**config.mk**
```make
export PLATFORM = sky130hd
export DESIGN_NAME = ppd_decode
export DESIGN_NICKNAME = d
export VERILOG_FILES = /design/src/rtl/ppd_pkg.sv /design/src/rtl/ppd_decode.sv /design/src/rtl/ppd_slot_mem.sv
export VERILOG_INCLUDE_DIRS = /design/src /design/src/rtl
export SDC_FILE = /design/constraint.sdc
export NUM_CORES = 1
export LEC_CHECK = 0
export BUFFER_PORTS_ARGS = -buffer_cell sky130_fd_sc_hd__buf_2
export CORE_MARGIN = 2
export CORE_UTILIZATION = 52
export DETAILED_ROUTE_END_ITERATION = 10
export GPL_TIMING_DRIVEN = 0
export PLACE_DENSITY = 0.76
export SETUP_SLACK_MARGIN = 0.1
export SYNTH_ARGS = -nofsm -noshare
export SYNTH_HDL_FRONTEND = slang
export SYNTH_HIERARCHICAL = 1
export SYNTH_SLANG_ARGS = --single-unit
```
**constraint.sdc**
```tcl
create_clock -name ref_clk_i -period 3.2 [get_ports ref_clk_i]
set_input_delay 0.48 -clock ref_clk_i [delete_from_list [all_inputs] [get_ports ref_clk_i]]
set_output_delay 0.48 -clock ref_clk_i [all_outputs]
set_load 0.03 [all_outputs]
```
**src/rtl/ppd_cfg.svh**
```systemverilog
// constants for the parallel port register decode block
`ifndef PPD_CFG_SVH
`define PPD_CFG_SVH
// avalon word indexes (byte address = index * 4), runtime space
`define PPD_RT_DATA 11'h000
`define PPD_RT_STAT 11'h001
`define PPD_RT_CTRL 11'h002
`define PPD_RT_EADR 11'h003
`define PPD_RT_LANE0 11'h004
`define PPD_RT_LANE3 11'h007
`define PPD_RT_QUEUE 11'h400
`define PPD_RT_CAPB 11'h401
`define PPD_RT_EMC 11'h402
`define PPD_RT_EIDX 11'h403
`define PPD_RT_EDAT 11'h404
`define PPD_RT_EAUX 11'h405
// configuration bank at 12'h800 + index
`define PPD_CFG_BASE 12'h800
`define PPD_CX_ACT 8'h30
`define PPD_CX_BHI 8'h60
`define PPD_CX_BLO 8'h61
`define PPD_CX_IRQ 8'h70
`define PPD_CX_ITYP 8'h71
`define PPD_CX_DMA 8'h74
`define PPD_CX_DMA2 8'h75
`define PPD_CX_SETUP 8'hF0
// second level offsets
`define PPD_SL_C0 3'h0
`define PPD_SL_C2 3'h2
`define PPD_SL_C4 3'h4
`define PPD_SL_S0 3'h5
// reset values
`define PPD_RST_ACT 8'h00
`define PPD_RST_BHI 8'h02
`define PPD_RST_BLO 8'h78
`define PPD_RST_IRQ 8'h07
`define PPD_RST_ITYP 8'h02
`define PPD_RST_DMA 8'h04
`define PPD_VAL_DMA2 8'h04
`define PPD_RST_SETUP 8'hF2
`define PPD_RST_EMC 8'h00
// field positions
`define PPD_SETUP_XEN 4
`define PPD_ITYP_WR 1
`define PPD_EMC_MODE_HI 7
`define PPD_EMC_MODE_LO 5
`define PPD_BHI_MASK 8'h07
`define PPD_BLO_MASK 8'hFC
`define PPD_SLOT_BITS 3
`endif

```
**src/rtl/ppd_pkg.sv**
```systemverilog
// types for the parallel port register decode block
package ppd_pkg;
  // ecp modes from the extended mode control field
  typedef enum logic [2:0] {
    PPD_M_SPP = 3'h0,
    PPD_M_PS2 = 3'h1,
    PPD_M_PPQ = 3'h2,
    PPD_M_ECP = 3'h3,
    PPD_M_EPP = 3'h4,
    PPD_M_RSV = 3'h5,
    PPD_M_TST = 3'h6,
    PPD_M_CFG = 3'h7
  } ppd_mode_type;
  // bus answer state, gray along idle->ans->done
  typedef enum logic [1:0] {
    PPD_S_IDLE = 2'b00,
    PPD_S_ANS = 2'b01,
    PPD_S_DONE = 2'b11
  } ppd_state_type;
endpackage

```
**src/rtl/ppd_decode.sv**
```systemverilog
// mode dependent register decode for an ieee1284 parallel port
//
// Behaviour
// - compatibility, bidir, fifo, epp, ecp modes supported
// - 21 runtime registers share 14 offsets
// - mode taken from extended mode control
// - mode picks responders and base compare bits
// - offsets 403h-405h serve extended trio in every mode
// - four second level registers via index/data
// - extended trio reachable only when setup bit4
// - activate reg 30h resets 00h, global bit0
// - base high resets 02h, bits 7-3 zero
// - base low resets 78h, bits 1-0 zero
// - irq select at 70h resets 07h
// - irq type 71h resets 02h, bit1 writable
// - irq type bit0 is one in cfg mode 7
// - 75h reads 04h, dma select resets 04h
// - extended trio ignored when access disabled
// - setup mode 111 runs ecp, allows epp
`timescale 1ns/10ps
`include "ppd_cfg.svh"
module ppd_decode
  import ppd_pkg::*;
(
  input wire logic ref_clk_i,
  input wire logic reset_n_i,
  input wire logic [11:0] avs_address_i,
  input wire logic avs_read_i,
  input wire logic avs_write_i,
  input wire logic [31:0] avs_writedata_i,
  input wire logic [3:0] avs_byteenable_i,
  output logic [31:0] avs_readdata_o,
  output logic avs_waitrequest_o,
  input wire logic global_enable_i,
  input wire logic [15:0] io_addr_i,
  input wire logic [7:0] port_status_i,
  input wire logic [7:0] queue_rdata_i,
  output logic [2:0] mode_o,
  output logic port_active_o,
  output logic io_hit_o,
  output logic [4:0] reg_sel_o,
  output logic reg_wr_o,
  output logic reg_rd_o,
  output logic [7:0] reg_wdata_o
);
  // register selection codes reported to the port engine
  localparam logic [4:0] SEL_NONE = 5'h00;
  localparam logic [4:0] SEL_SPP = 5'h01;
  localparam logic [4:0] SEL_AQ = 5'h02;
  localparam logic [4:0] SEL_EPPD = 5'h03;
  localparam logic [4:0] SEL_STAT = 5'h04;
  localparam logic [4:0] SEL_ESTAT = 5'h05;
  localparam logic [4:0] SEL_CTRL = 5'h06;
  localparam logic [4:0] SEL_ECTRL = 5'h07;
  localparam logic [4:0] SEL_EADR = 5'h08;
  localparam logic [4:0] SEL_LANE = 5'h09;
  localparam logic [4:0] SEL_OQ = 5'h0D;
  localparam logic [4:0] SEL_DQ = 5'h0E;
  localparam logic [4:0] SEL_TQ = 5'h0F;
  localparam logic [4:0] SEL_CAPA = 5'h10;
  localparam logic [4:0] SEL_CAPB = 5'h11;
  localparam logic [4:0] SEL_EMC = 5'h12;
  localparam logic [4:0] SEL_EIDX = 5'h13;
  localparam logic [4:0] SEL_EDAT = 5'h14;
  localparam logic [4:0] SEL_EAUX = 5'h15;
  localparam logic [7:0] CAP_A_VAL = 8'h10;
  localparam logic [7:0] CAP_B_VAL = 8'h00;

  ppd_state_type state_q;
  logic [7:0] act_q, bhi_q, blo_q, irq_q, ityp_q, dma_q, setup_q, emc_q;
  logic [7:0] eidx_q, eaux_q, ctrl_q, eadr_q, spp_q;
  logic [7:0] rd_q;
  logic [2:0] mode_q;
  logic act_out_q, hit_q, wr_q, rd_pulse_q;
  logic [4:0] sel_q;
  logic [7:0] wdata_q;
  logic [7:0] slot_rdata;
  logic slot_we;
  logic [7:0] wb;
  logic [10:0] rt_idx;
  logic is_cfg, req, wr_ok;
  logic [4:0] sel_now;
  ppd_mode_type mode;
  logic xen;

  ////////////////////////////////////////////////////////////////////
  // decode helpers

  // runtime offset to register per mode, used for the bus path only
  function automatic logic [4:0] rt_select(input logic [10:0] idx, input ppd_mode_type m,
                                           input logic x);
    logic [4:0] s;
    s = SEL_NONE;
    case (idx)
      `PPD_RT_DATA: begin
        case (m)
          PPD_M_SPP, PPD_M_PS2: s = SEL_SPP;
          PPD_M_ECP: s = SEL_AQ;
          PPD_M_EPP: s = SEL_EPPD;
          default: s = SEL_NONE;
        endcase
      end
      `PPD_RT_STAT: s = (m == PPD_M_EPP) ? SEL_ESTAT : (m <= PPD_M_ECP) ? SEL_STAT : SEL_NONE;
      `PPD_RT_CTRL: s = (m == PPD_M_EPP) ? SEL_ECTRL : (m <= PPD_M_ECP) ? SEL_CTRL : SEL_NONE;
      `PPD_RT_QUEUE: begin
        case (m)
          PPD_M_PPQ: s = SEL_OQ;
          PPD_M_ECP: s = SEL_DQ;
          PPD_M_TST: s = SEL_TQ;
          PPD_M_CFG: s = SEL_CAPA;
          default: s = SEL_NONE;
        endcase
      end
      `PPD_RT_CAPB: s = (m == PPD_M_CFG) ? SEL_CAPB : SEL_NONE;
      `PPD_RT_EMC: s = SEL_EMC;
      `PPD_RT_EIDX: s = x ? SEL_EIDX : SEL_NONE;
      `PPD_RT_EDAT: s = x ? SEL_EDAT : SEL_NONE;
      `PPD_RT_EAUX: s = x ? SEL_EAUX : SEL_NONE;
      default: begin
        if (m == PPD_M_EPP && idx == `PPD_RT_EADR) begin
          s = SEL_EADR;
        end else if (m == PPD_M_EPP && idx >= `PPD_RT_LANE0 && idx <= `PPD_RT_LANE3) begin
          s = SEL_LANE + 5'(idx[1:0]);
        end else begin
          s = SEL_NONE;
        end
      end
    endcase
    return s;
  endfunction

  // second level index is one of the four implemented slots
  function automatic logic slot_valid(input logic [7:0] ix);
    return ix[7:3] == 5'h00 && (ix[2:0] == `PPD_SL_C0 || ix[2:0] == `PPD_SL_C2 ||
                                ix[2:0] == `PPD_SL_C4 || ix[2:0] == `PPD_SL_S0);
  endfunction

  ////////////////////////////////////////////////////////////////////
  // request decode

  // config bank aliases: only the low 8 bits of the index are decoded
  assign is_cfg = avs_address_i >= `PPD_CFG_BASE;
  assign rt_idx = avs_address_i[10:0];
  assign req = (avs_read_i || avs_write_i) && state_q == PPD_S_IDLE;
  assign wr_ok = req && avs_write_i && avs_byteenable_i[0];
  assign wb = avs_writedata_i[7:0];
  // setup mode 111 lets the ecp control field choose epp
  assign mode = (setup_q[`PPD_EMC_MODE_HI:`PPD_EMC_MODE_LO] == 3'b111 ||
                 emc_q[`PPD_EMC_MODE_HI:`PPD_EMC_MODE_LO] != 3'h4) ?
                ppd_mode_type'(emc_q[`PPD_EMC_MODE_HI:`PPD_EMC_MODE_LO]) : PPD_M_PS2;
  assign xen = setup_q[`PPD_SETUP_XEN];
  assign sel_now = is_cfg ? SEL_NONE : rt_select(rt_idx, mode, xen);
  assign slot_we = wr_ok && sel_now == SEL_EDAT && slot_valid(eidx_q);

  // read address follows the index, so slot data are ready one cycle after take
  ppd_slot_mem u_slots (
    .ref_clk_i(ref_clk_i),
    .reset_n_i(reset_n_i),
    .we_i(slot_we),
    .waddr_i(eidx_q[`PPD_SLOT_BITS-1:0]),
    .wdata_i(wb),
    .raddr_i(eidx_q[`PPD_SLOT_BITS-1:0]),
    .rdata_o(slot_rdata)
  );

  ////////////////////////////////////////////////////////////////////
  // bus handshake: two wait cycles, answer on the second edge

  // requests seen in ans or done are left waiting; the master keeps them up
  always_ff @(posedge ref_clk_i) begin
    if (!reset_n_i) begin
      state_q <= PPD_S_IDLE;
    end else begin
      case (state_q)
        PPD_S_IDLE: state_q <= req ? PPD_S_ANS : PPD_S_IDLE;
        PPD_S_ANS: state_q <= PPD_S_DONE;
        PPD_S_DONE: state_q <= PPD_S_IDLE;
        default: state_q <= PPD_S_IDLE;
      endcase
    end
  end

  // waitrequest low only in the done cycle, one cycle after ans
  always_ff @(posedge ref_clk_i) begin
    if (!reset_n_i) begin
      avs_waitrequest_o <= 1'b1;
    end else begin
      // registered, so the answer never follows the request combinationally
      avs_waitrequest_o <= (state_q == PPD_S_ANS) ? 1'b0 : 1'b1;
    end
  end

  ////////////////////////////////////////////////////////////////////
  // configuration bank writes

  always_ff @(posedge ref_clk_i) begin
    if (!reset_n_i) begin
      act_q <= `PPD_RST_ACT;
      bhi_q <= `PPD_RST_BHI;
      blo_q <= `PPD_RST_BLO;
      irq_q <= `PPD_RST_IRQ;
      ityp_q <= `PPD_RST_ITYP;
      dma_q <= `PPD_RST_DMA;
      setup_q <= `PPD_RST_SETUP;
    end else if (wr_ok && is_cfg) begin
      case (avs_address_i[7:0])
        `PPD_CX_ACT: act_q <= wb;
        `PPD_CX_BHI: bhi_q <= wb & `PPD_BHI_MASK;
        `PPD_CX_BLO: blo_q <= wb & `PPD_BLO_MASK;
        `PPD_CX_IRQ: irq_q <= wb;
        `PPD_CX_ITYP: ityp_q[`PPD_ITYP_WR] <= wb[`PPD_ITYP_WR];
        `PPD_CX_DMA: dma_q <= wb;
        `PPD_CX_SETUP: setup_q <= wb;
        default: ;
      endcase
    end
  end

  ////////////////////////////////////////////////////////////////////
  // runtime registers kept locally
  // only the low byte lane is honoured; other byte enables are ignored

  always_ff @(posedge ref_clk_i) begin
    if (!reset_n_i) begin
      emc_q <= `PPD_RST_EMC;
      eidx_q <= 8'h00;
      eaux_q <= 8'h00;
      ctrl_q <= 8'h00;
      eadr_q <= 8'h00;
      spp_q <= 8'h00;
    end else if (wr_ok) begin
      case (sel_now)
        SEL_EMC: emc_q <= wb;
        SEL_EIDX: eidx_q <= wb;
        SEL_EAUX: eaux_q <= wb;
        SEL_CTRL, SEL_ECTRL: ctrl_q <= wb;
        SEL_EADR: eadr_q <= wb;
        SEL_SPP, SEL_EPPD: spp_q <= wb;
        default: ;
      endcase
    end
  end

  ////////////////////////////////////////////////////////////////////
  // read data, captured at the request edge

  always_ff @(posedge ref_clk_i) begin
    if (!reset_n_i) begin
      rd_q <= 8'h00;
    end else if (req && avs_read_i) begin
      if (is_cfg) begin
        case (avs_address_i[7:0])
          `PPD_CX_ACT: rd_q <= act_q;
          `PPD_CX_BHI: rd_q <= bhi_q;
          `PPD_CX_BLO: rd_q <= blo_q;
          `PPD_CX_IRQ: rd_q <= irq_q;
          `PPD_CX_ITYP: rd_q <= {ityp_q[7:1], mode == PPD_M_CFG};
          `PPD_CX_DMA: rd_q <= dma_q;
          `PPD_CX_DMA2: rd_q <= `PPD_VAL_DMA2;
          `PPD_CX_SETUP: rd_q <= setup_q;
          default: rd_q <= 8'h00;
        endcase
      end else begin
        case (sel_now)
          SEL_SPP, SEL_EPPD: rd_q <= spp_q;
          SEL_STAT, SEL_ESTAT: rd_q <= port_status_i;
          SEL_CTRL, SEL_ECTRL: rd_q <= ctrl_q;
          SEL_EADR: rd_q <= eadr_q;
          SEL_DQ, SEL_TQ: rd_q <= queue_rdata_i;
          SEL_CAPA: rd_q <= CAP_A_VAL;
          SEL_CAPB: rd_q <= CAP_B_VAL;
          SEL_EMC: rd_q <= emc_q;
          SEL_EIDX: rd_q <= eidx_q;
          SEL_EAUX: rd_q <= eaux_q;
          default: rd_q <= 8'h00;
        endcase
      end
    end
  end

  // data window reads come from the registered slot port one cycle later
  always_ff @(posedge ref_clk_i) begin
    if (!reset_n_i) begin
      avs_readdata_o <= 32'h0000_0000;
    end else if (state_q == PPD_S_ANS) begin
      avs_readdata_o <= {24'h00_0000, (sel_q == SEL_EDAT && slot_valid(eidx_q)) ?
                         slot_rdata : rd_q};
    end
  end

  ////////////////////////////////////////////////////////////////////
  // strobes to the port engine
  // strobes only for decoded runtime registers, config accesses stay local

  always_ff @(posedge ref_clk_i) begin
    if (!reset_n_i) begin
      sel_q <= SEL_NONE;
      wr_q <= 1'b0;
      rd_pulse_q <= 1'b0;
      wdata_q <= 8'h00;
    end else begin
      wr_q <= wr_ok && !is_cfg && sel_now != SEL_NONE;
      rd_pulse_q <= req && avs_read_i && !is_cfg && sel_now != SEL_NONE;
      if (req) begin
        sel_q <= sel_now;
        wdata_q <= wb;
      end
    end
  end
  assign reg_sel_o = sel_q;
  assign reg_wr_o = wr_q;
  assign reg_rd_o = rd_pulse_q;
  assign reg_wdata_o = wdata_q;

  ////////////////////////////////////////////////////////////////////
  // activity, mode and io base match

  always_ff @(posedge ref_clk_i) begin
    if (!reset_n_i) begin
      act_out_q <= 1'b0;
      mode_q <= 3'h0;
      hit_q <= 1'b0;
    end else begin
      act_out_q <= act_q[0] && global_enable_i;
      mode_q <= mode;
      // epp and extended use need an 8 byte block, else 4
      // high byte bit 2 is compared too, a set value moves the block up 1k
      if (mode == PPD_M_EPP || xen) begin
        hit_q <= act_q[0] && global_enable_i &&
                 io_addr_i[15:3] == {bhi_q, blo_q[7:3]} && !io_addr_i[10] == !bhi_q[2];
      end else begin
        hit_q <= act_q[0] && global_enable_i && io_addr_i[15:2] == {bhi_q, blo_q[7:2]};
      end
    end
  end
  assign mode_o = mode_q;
  assign port_active_o = act_out_q;
  assign io_hit_o = hit_q;
endmodule // ppd_decode

```
**src/rtl/ppd_slot_mem.sv**
```systemverilog
// small register file holding the second level extended registers
`timescale 1ns/10ps
`include "ppd_cfg.svh"
module ppd_slot_mem (
  input wire logic ref_clk_i,
  input wire logic reset_n_i,
  input wire logic we_i,
  input wire logic [2:0] waddr_i,
  input wire logic [7:0] wdata_i,
  input wire logic [2:0] raddr_i,
  output logic [7:0] rdata_o
);
  logic [7:0] mem_q [0:7];
  logic [7:0] rdata_q;
  // storage, cleared at reset
  genvar g;
  generate
    for (g = 0; g < 8; g++) begin : g_slot
      always_ff @(posedge ref_clk_i) begin
        if (!reset_n_i) begin
          mem_q[g] <= 8'h00;
        end else if (we_i && waddr_i == 3'(g)) begin
          mem_q[g] <= wdata_i;
        end
      end
    end
  endgenerate
  // registered read port
  always_ff @(posedge ref_clk_i) begin
    if (!reset_n_i) begin
      rdata_q <= 8'h00;
    end else begin
      rdata_q <= mem_q[raddr_i];
    end
  end
  assign rdata_o = rdata_q;
endmodule // ppd_slot_mem

```
==> results.cfg, run 1 <==
[worst_setup_path]
crit_family = simple AND/OR/NAND/NOR gates
crit_required_ns = 3.58
crit_fanout = 8
endpoint_kind = flop
critical_path.startpoint_type = flop
cpPeakStageDelay_ns = 0.44
path_cells = a311o_1 -> a31oi_1 -> o2bb2ai_2 -> a31oi_2 -> nand3b_1 -> nor2_4 -> nand3_2 -> nor3_4 -> and2_1
path_class = reg -> reg
crit_path_top_delay_cell = a311o_1
cp.arrival_ns = 3.39
crit_buf_inv = 0

[timing]
fin_crit_sh_pct = 94.0
hold_viol = 0
setup_tns_ns = 0
fin_crit_ns = 3.01
setup_viol = 0
worst_pin_slew_ns = 1.08
rsz0062_at_grt = yes
slew_headroom_pct = 27.7
fmax_mhz = 332
finClkSkew_ns = 0.0106
worst_slack_ns = 0.192
report.final.slew_viol_count = 0

[drt]
drc = 0
dr_total_vias = 8396
firstDrtPassIters = 5
viasPerCell = 5.95
wirelength_mm = 29.6
drtAntennaViolNets = 0
wire_per_inst_um = 21.0
first_iter_violations = 866

[final_layout]
largest_reg_flops = 64
final_util_pct = 62.3
design_area_um2 = 12100
area_delta_synth_final_pct = 18.1
multi_input_area_um2 = 5330
antenna_cells = 0
layout_common_cells = dfxtp_1, buf_2, nand2_1, mux2i_1, and2_1
regMostFlops = u_slots/mem_q
mostFrequentLayoutCell = dfxtp_1
layout-drive-gt1-share_pct = 21.8
num-fill-cells = 1612
fin_nets = 1220
register_area_um2 = 4660

[yosys]
netlist_area_um2 = 10200
ys_warn_count = 6
synth_edf_count = 64
ys_types = 79
synth-seq-cells = 201
seq_area_frac_synth_pct = 45.6
async_flop_share_pct = 0
avgSynthCellArea_um2 = 10.3
ys.flop_type = dfxtp_1
synthCells = 994

[pwr]
p_int_w = 0.00427
comb_power_share_pct = 9.8
ir_drop_v = 0.000381
p_clk_share_pct = 42.5
powerDensity_nw_per_um2 = 472
switching_share_pct = 25.2
p_switching_w = 0.00143
seq_power_share_pct = 47.8
leakage_nw = 4.52

[place]
hpwl_mm = 20.7
dp_slack_ns = -1.22
portBuffers = 82
dpl-instance-area_um2 = 11100
gp_congestion = 0.990

[clock_tree]
htree_levels = 1
root_buffer = clkbuf_16
clk_pin_slew_ns = 0.06
clkSinkCount = 201
cts_tree = yes
cts_buffers = 22
clock_path_buffers = 3
clk_latency_ns = 0.51

[min_path]
hold_path.class = in -> reg

[die]
start_util_pct = 52.7
die_area_um2 = 20800
die_x_um = 144
core_area_um2 = 19400
die_h_um = 144
num_rows = 51
ioPinCount = 138

[global_route]
grt_max_degree = 14
grt_pass1_vias = 7644
grt_overflow = 0
grt_pass1_wl_mm = 43.8
grtUsageTotal_pct = 27.8
antenna_found_initial = 0

[job]
max_cap_viol_count = 0

[outcome]
outcome = complete, no violations
[synthesized netlist by cell type, drive strengths merged, types with 20 or more instances]
cell type / instances / area (um^2)
nor3: 25 / 159
nor2b: 62 / 388
clkbuf: 39 / 146
a21boi: 30 / 225
nand3: 52 / 260
a21oi: 20 / 111
dfxtp: 137 / 2740
o21ai: 27 / 139
edfxtp: 64 / 1920
nor2: 40 / 160
nand2: 90 / 340
buf: 49 / 354
mux2i: 76 / 761
and2: 68 / 425
[cells by family (layout without fill, tap and decap cells)]
logic type      count (synthesis)  count (layout)  synth area share (%)
simple gates                  403             403                  22.3
xor+xnor                       11              11                 0.942
mux                           107             107                  12.9
flops                         201             201                  45.6
other cells                     1              24                0.0367
buf+inv                        99             229                  5.30
compound gates                168             168                  12.4
fa+ha+maj                       4               4                 0.489
[what timing repair did]
item / CTS / global route
hold buffers: 0 / 0
endpoints found under the setup margin: 143 / 136
resized for setup: 17 / 29
setup buffers: 3 / 6
hold endpoints to repair: 0 / 0
pin swaps: 2 / 8
[final timing paths]
kind	cells past startpoint	start	slack (ns)	endpoint
worst min-delay path	2	global_enable_i	0.25	port_active_o
worst max register to register	9	setup_q[6]	0.19	u_slots/mem_q[4][6]
worst max-delay path	9	setup_q[6]	0.19	u_slots/mem_q[4][6]
worst min register to register	2	setup_q[0]	0.46	setup_q[0]
[through the flow]
stage,hold WS [ns],power [W],std cells
floorplan,0.422,0.00310,1017
global placement,0.440,0.00329,1364
detailed placement,0.445,0.00330,1364
CTS,0.253,0.00568,1406
global route,0.254,0.00587,1412
finish,0.251,0.00570,1412
[power by group through the flow]
stage / registers [W] / logic, W / clock network (W)
after global routing: 0.00273 / 0.000588 / 0.00255
after global placement: 0.00277 / 0.000516 / 0
after CTS: 0.00272 / 0.000532 / 0.00243
after floorplan: 0.00281 / 0.000294 / 0
final: 0.00272 / 0.000557 / 0.00242
after detailed placement: 0.00278 / 0.000520 / 0
[layout make-up]
type | count | area share, %
Multi-Input combinational cell | 717 | 44.1
Sequential cell | 201 | 38.6
Clock buffer | 29 | 4.86
Timing Repair Buffer | 91 | 4.37
Buffer | 87 | 4.13
Tap cell | 265 | 2.74
Clock inverter | 11 | 0.818
Inverter | 11 | 0.342
[per-layer routing]
metal / share of wire (%) / track usage [%] / vias to the layer above
met5: 0 / 0 / -
met1: 44 / 40.7 / 4046
met2: 45 / 42.1 / 454
met4: 2.2 / 7.61 / 0
met3: 9.2 / 5.26 / 53
li1: - / - / 3843
No activity file was read; power rests on OpenSTA's default activity.
==> inputs of run 2 (changes only) <==
--- a/config.mk
+++ b/config.mk
@@ -12,6 +12,7 @@
 export DETAILED_ROUTE_END_ITERATION = 10
 export GPL_TIMING_DRIVEN = 0
 export PLACE_DENSITY = 0.76
+export RECOVER_POWER = 25
 export SETUP_SLACK_MARGIN = 0.1
 export SYNTH_ARGS = -nofsm -noshare
 export SYNTH_HDL_FRONTEND = slang
==> run 2 against run 1 <==
Effect of this change: hold slack worse by 0.0049 ns; critical path depth rose by 5; global-route usage stayed put; maximum frequency down 1.5%; via count is 0.27% lower; sequential power hardly changed; register-to-register slack barely moved; flip-flop and latch count is the same; clock power about the same; setup slack worse by 0.045 ns; sequential share of layout area rose by 0.25 points; critical path type is now in -> reg; largest cell class unchanged; highest routed layer unchanged.
==> results.cfg, run 2 (same netlist as run 1, synthesis figures left out) <==
[die]
die_x_um = 144
num_rows = 51
core_area_um2 = 19400
die_area_um2 = 20800
start_util_pct = 52.7
ioPinCount = 138
die_h_um = 144

[clock_tree]
clk_pin_slew_ns = 0.06
cts_buffers = 22
root_buffer = clkbuf_16
cts_tree = yes
clk_latency_ns = 0.51
clock_path_buffers = 3
htree_levels = 1
clkSinkCount = 201

[drt]
wirelength_mm = 29.6
viasPerCell = 5.93
drc = 0
dr_total_vias = 8373
first_iter_violations = 751
firstDrtPassIters = 5
wire_per_inst_um = 21.0
drtAntennaViolNets = 0

[min_path]
hold_path.class = in -> reg
worstHoldPathCells = 2

[final_layout]
area_delta_synth_final_pct = 17.4
regMostFlops = u_slots/mem_q
layout-drive-gt1-share_pct = 18.8
design_area_um2 = 12000
mostFrequentLayoutCell = dfxtp_1
final_util_pct = 61.9
fin_nets = 1220
layout_common_cells = dfxtp_1, nand2_1, mux2i_1, clkbuf_1
antenna_cells = 0
largest_reg_flops = 64

[place]
dpl-instance-area_um2 = 11100
hpwl_mm = 20.7
portBuffers = 82
gp_congestion = 0.990

[worst_setup_path]
crit_buf_inv = 4
crit_family = simple AND/OR/NAND/NOR gates
crit_cells = 14
worstSetupEndpoint = u_slots/mem_q[0][6]
cpPeakStageDelay_ns = 0.47
reg2reg_depth = 9
endpoint_kind = flop
crit_fanout = 8
cp.arrival_ns = 3.32
crit_path_top_delay_cell = or3b_4
path_class = in -> reg
r2r-end = u_slots/mem_q[4][6]
critical_path.startpoint_type = primary input
path_cells = buf_2 -> inv_1 -> ha_1 -> or3b_4 -> o32ai_2 -> o2bb2ai_2 -> a31oi_2 -> nand3b_1 -> nor2_4 -> nand3b_1 -> buf_4 -> nor3_4 -> buf_4 -> and2_1
crit_start = avs_address_i[0]
r2r_slack_ns = 0.19
crit_required_ns = 3.47
reg2reg_from = setup_q[6]

[timing]
hold_viol = 0
slew_headroom_pct = 28.8
finClkSkew_ns = 0.0106
fin_crit_ns = 3.05
rsz0062_at_grt = yes
fin_crit_sh_pct = 95.4
fmax_mhz = 328
setup_viol = 0
report.final.slew_viol_count = 0
worst_pin_slew_ns = 1.06

[global_route]
grt_pass1_wl_mm = 43.8
grt_overflow = 0
antenna_found_initial = 0
grt_pass1_vias = 7644
grt_max_degree = 14
grtUsageTotal_pct = 27.8

[pwr]
ir_drop_v = 0.000381
p_int_w = 0.00426
p_clk_share_pct = 42.5
seq_power_share_pct = 47.8
comb_power_share_pct = 9.7
powerDensity_nw_per_um2 = 475
switching_share_pct = 25.2
p_switching_w = 0.00144
leakage_nw = 4.39

[outcome]
outcome = complete, no violations

[job]
max_cap_viol_count = 0
[run 2: metal layers]
metal / global-route usage, % / part of all wire [%]
met5: 0 / 0
met2: 42.1 / 45
met3: 5.26 / 9.8
met4: 7.61 / 2.2
met1: 40.7 / 43
[run 2: through the flow]
step | power (W) | hold WS (ns) | setup slack [ns] | cells | setup TNS (ns)
floorplan | 0.00310 | 0.422 | 0.0101 | 1017 | 0
global placement | 0.00329 | 0.440 | -1.15 | 1364 | -138.03
detailed placement | 0.00330 | 0.445 | -1.22 | 1364 | -145.23
CTS | 0.00568 | 0.253 | 0.0763 | 1406 | 0
global route | 0.00586 | 0.254 | 0.0447 | 1412 | 0
finish | 0.00569 | 0.246 | 0.147 | 1412 | 0
[run 2: cell type report]
class | instances | area, um^2
Fill cell | 1633 | 7400
Multi-Input combinational cell | 717 | 5310
Sequential cell | 201 | 4660
Clock buffer | 29 | 587
Timing Repair Buffer | 91 | 490
Buffer | 87 | 475
Tap cell | 265 | 332
Clock inverter | 11 | 98.8
Inverter | 11 | 41.3
[run 2: how the worst min path moves through the flow]
stage                          from            end  slack (ns)
global placement         state_q[1]     state_q[0]        0.44
floorplan                state_q[1]     state_q[0]        0.42
CTS                 global_enable_i  port_active_o        0.25
global route        global_enable_i  port_active_o        0.25
detailed placement       state_q[1]     state_q[0]        0.45
finish              global_enable_i  port_active_o        0.25
[run 2: worst register-to-register path: cells and delay by family, from the launching register on]
family	cells	cell delay [ns]
compound gates	4	1.23
simple gates	5	1.28
flops	1	0.38
[run 2: power by group through the flow]
stage          sequential, W  combinational [W]  clock, W
2_1_floorplan        0.00281           0.000294         0
3_3_place_gp         0.00277           0.000516         0
3_5_place_dp         0.00278           0.000520         0
4_1_cts              0.00272           0.000532   0.00243
5_1_grt              0.00273           0.000582   0.00255
6_report             0.00272           0.000552   0.00242
[run 2: timing repair]
item | in CTS | in global routing
hold buffers | 0 | 0
setup buffers | 3 | 6
pin swaps | 2 | 8
resized for setup | 17 | 29
setup endpoints to repair | 143 | 136
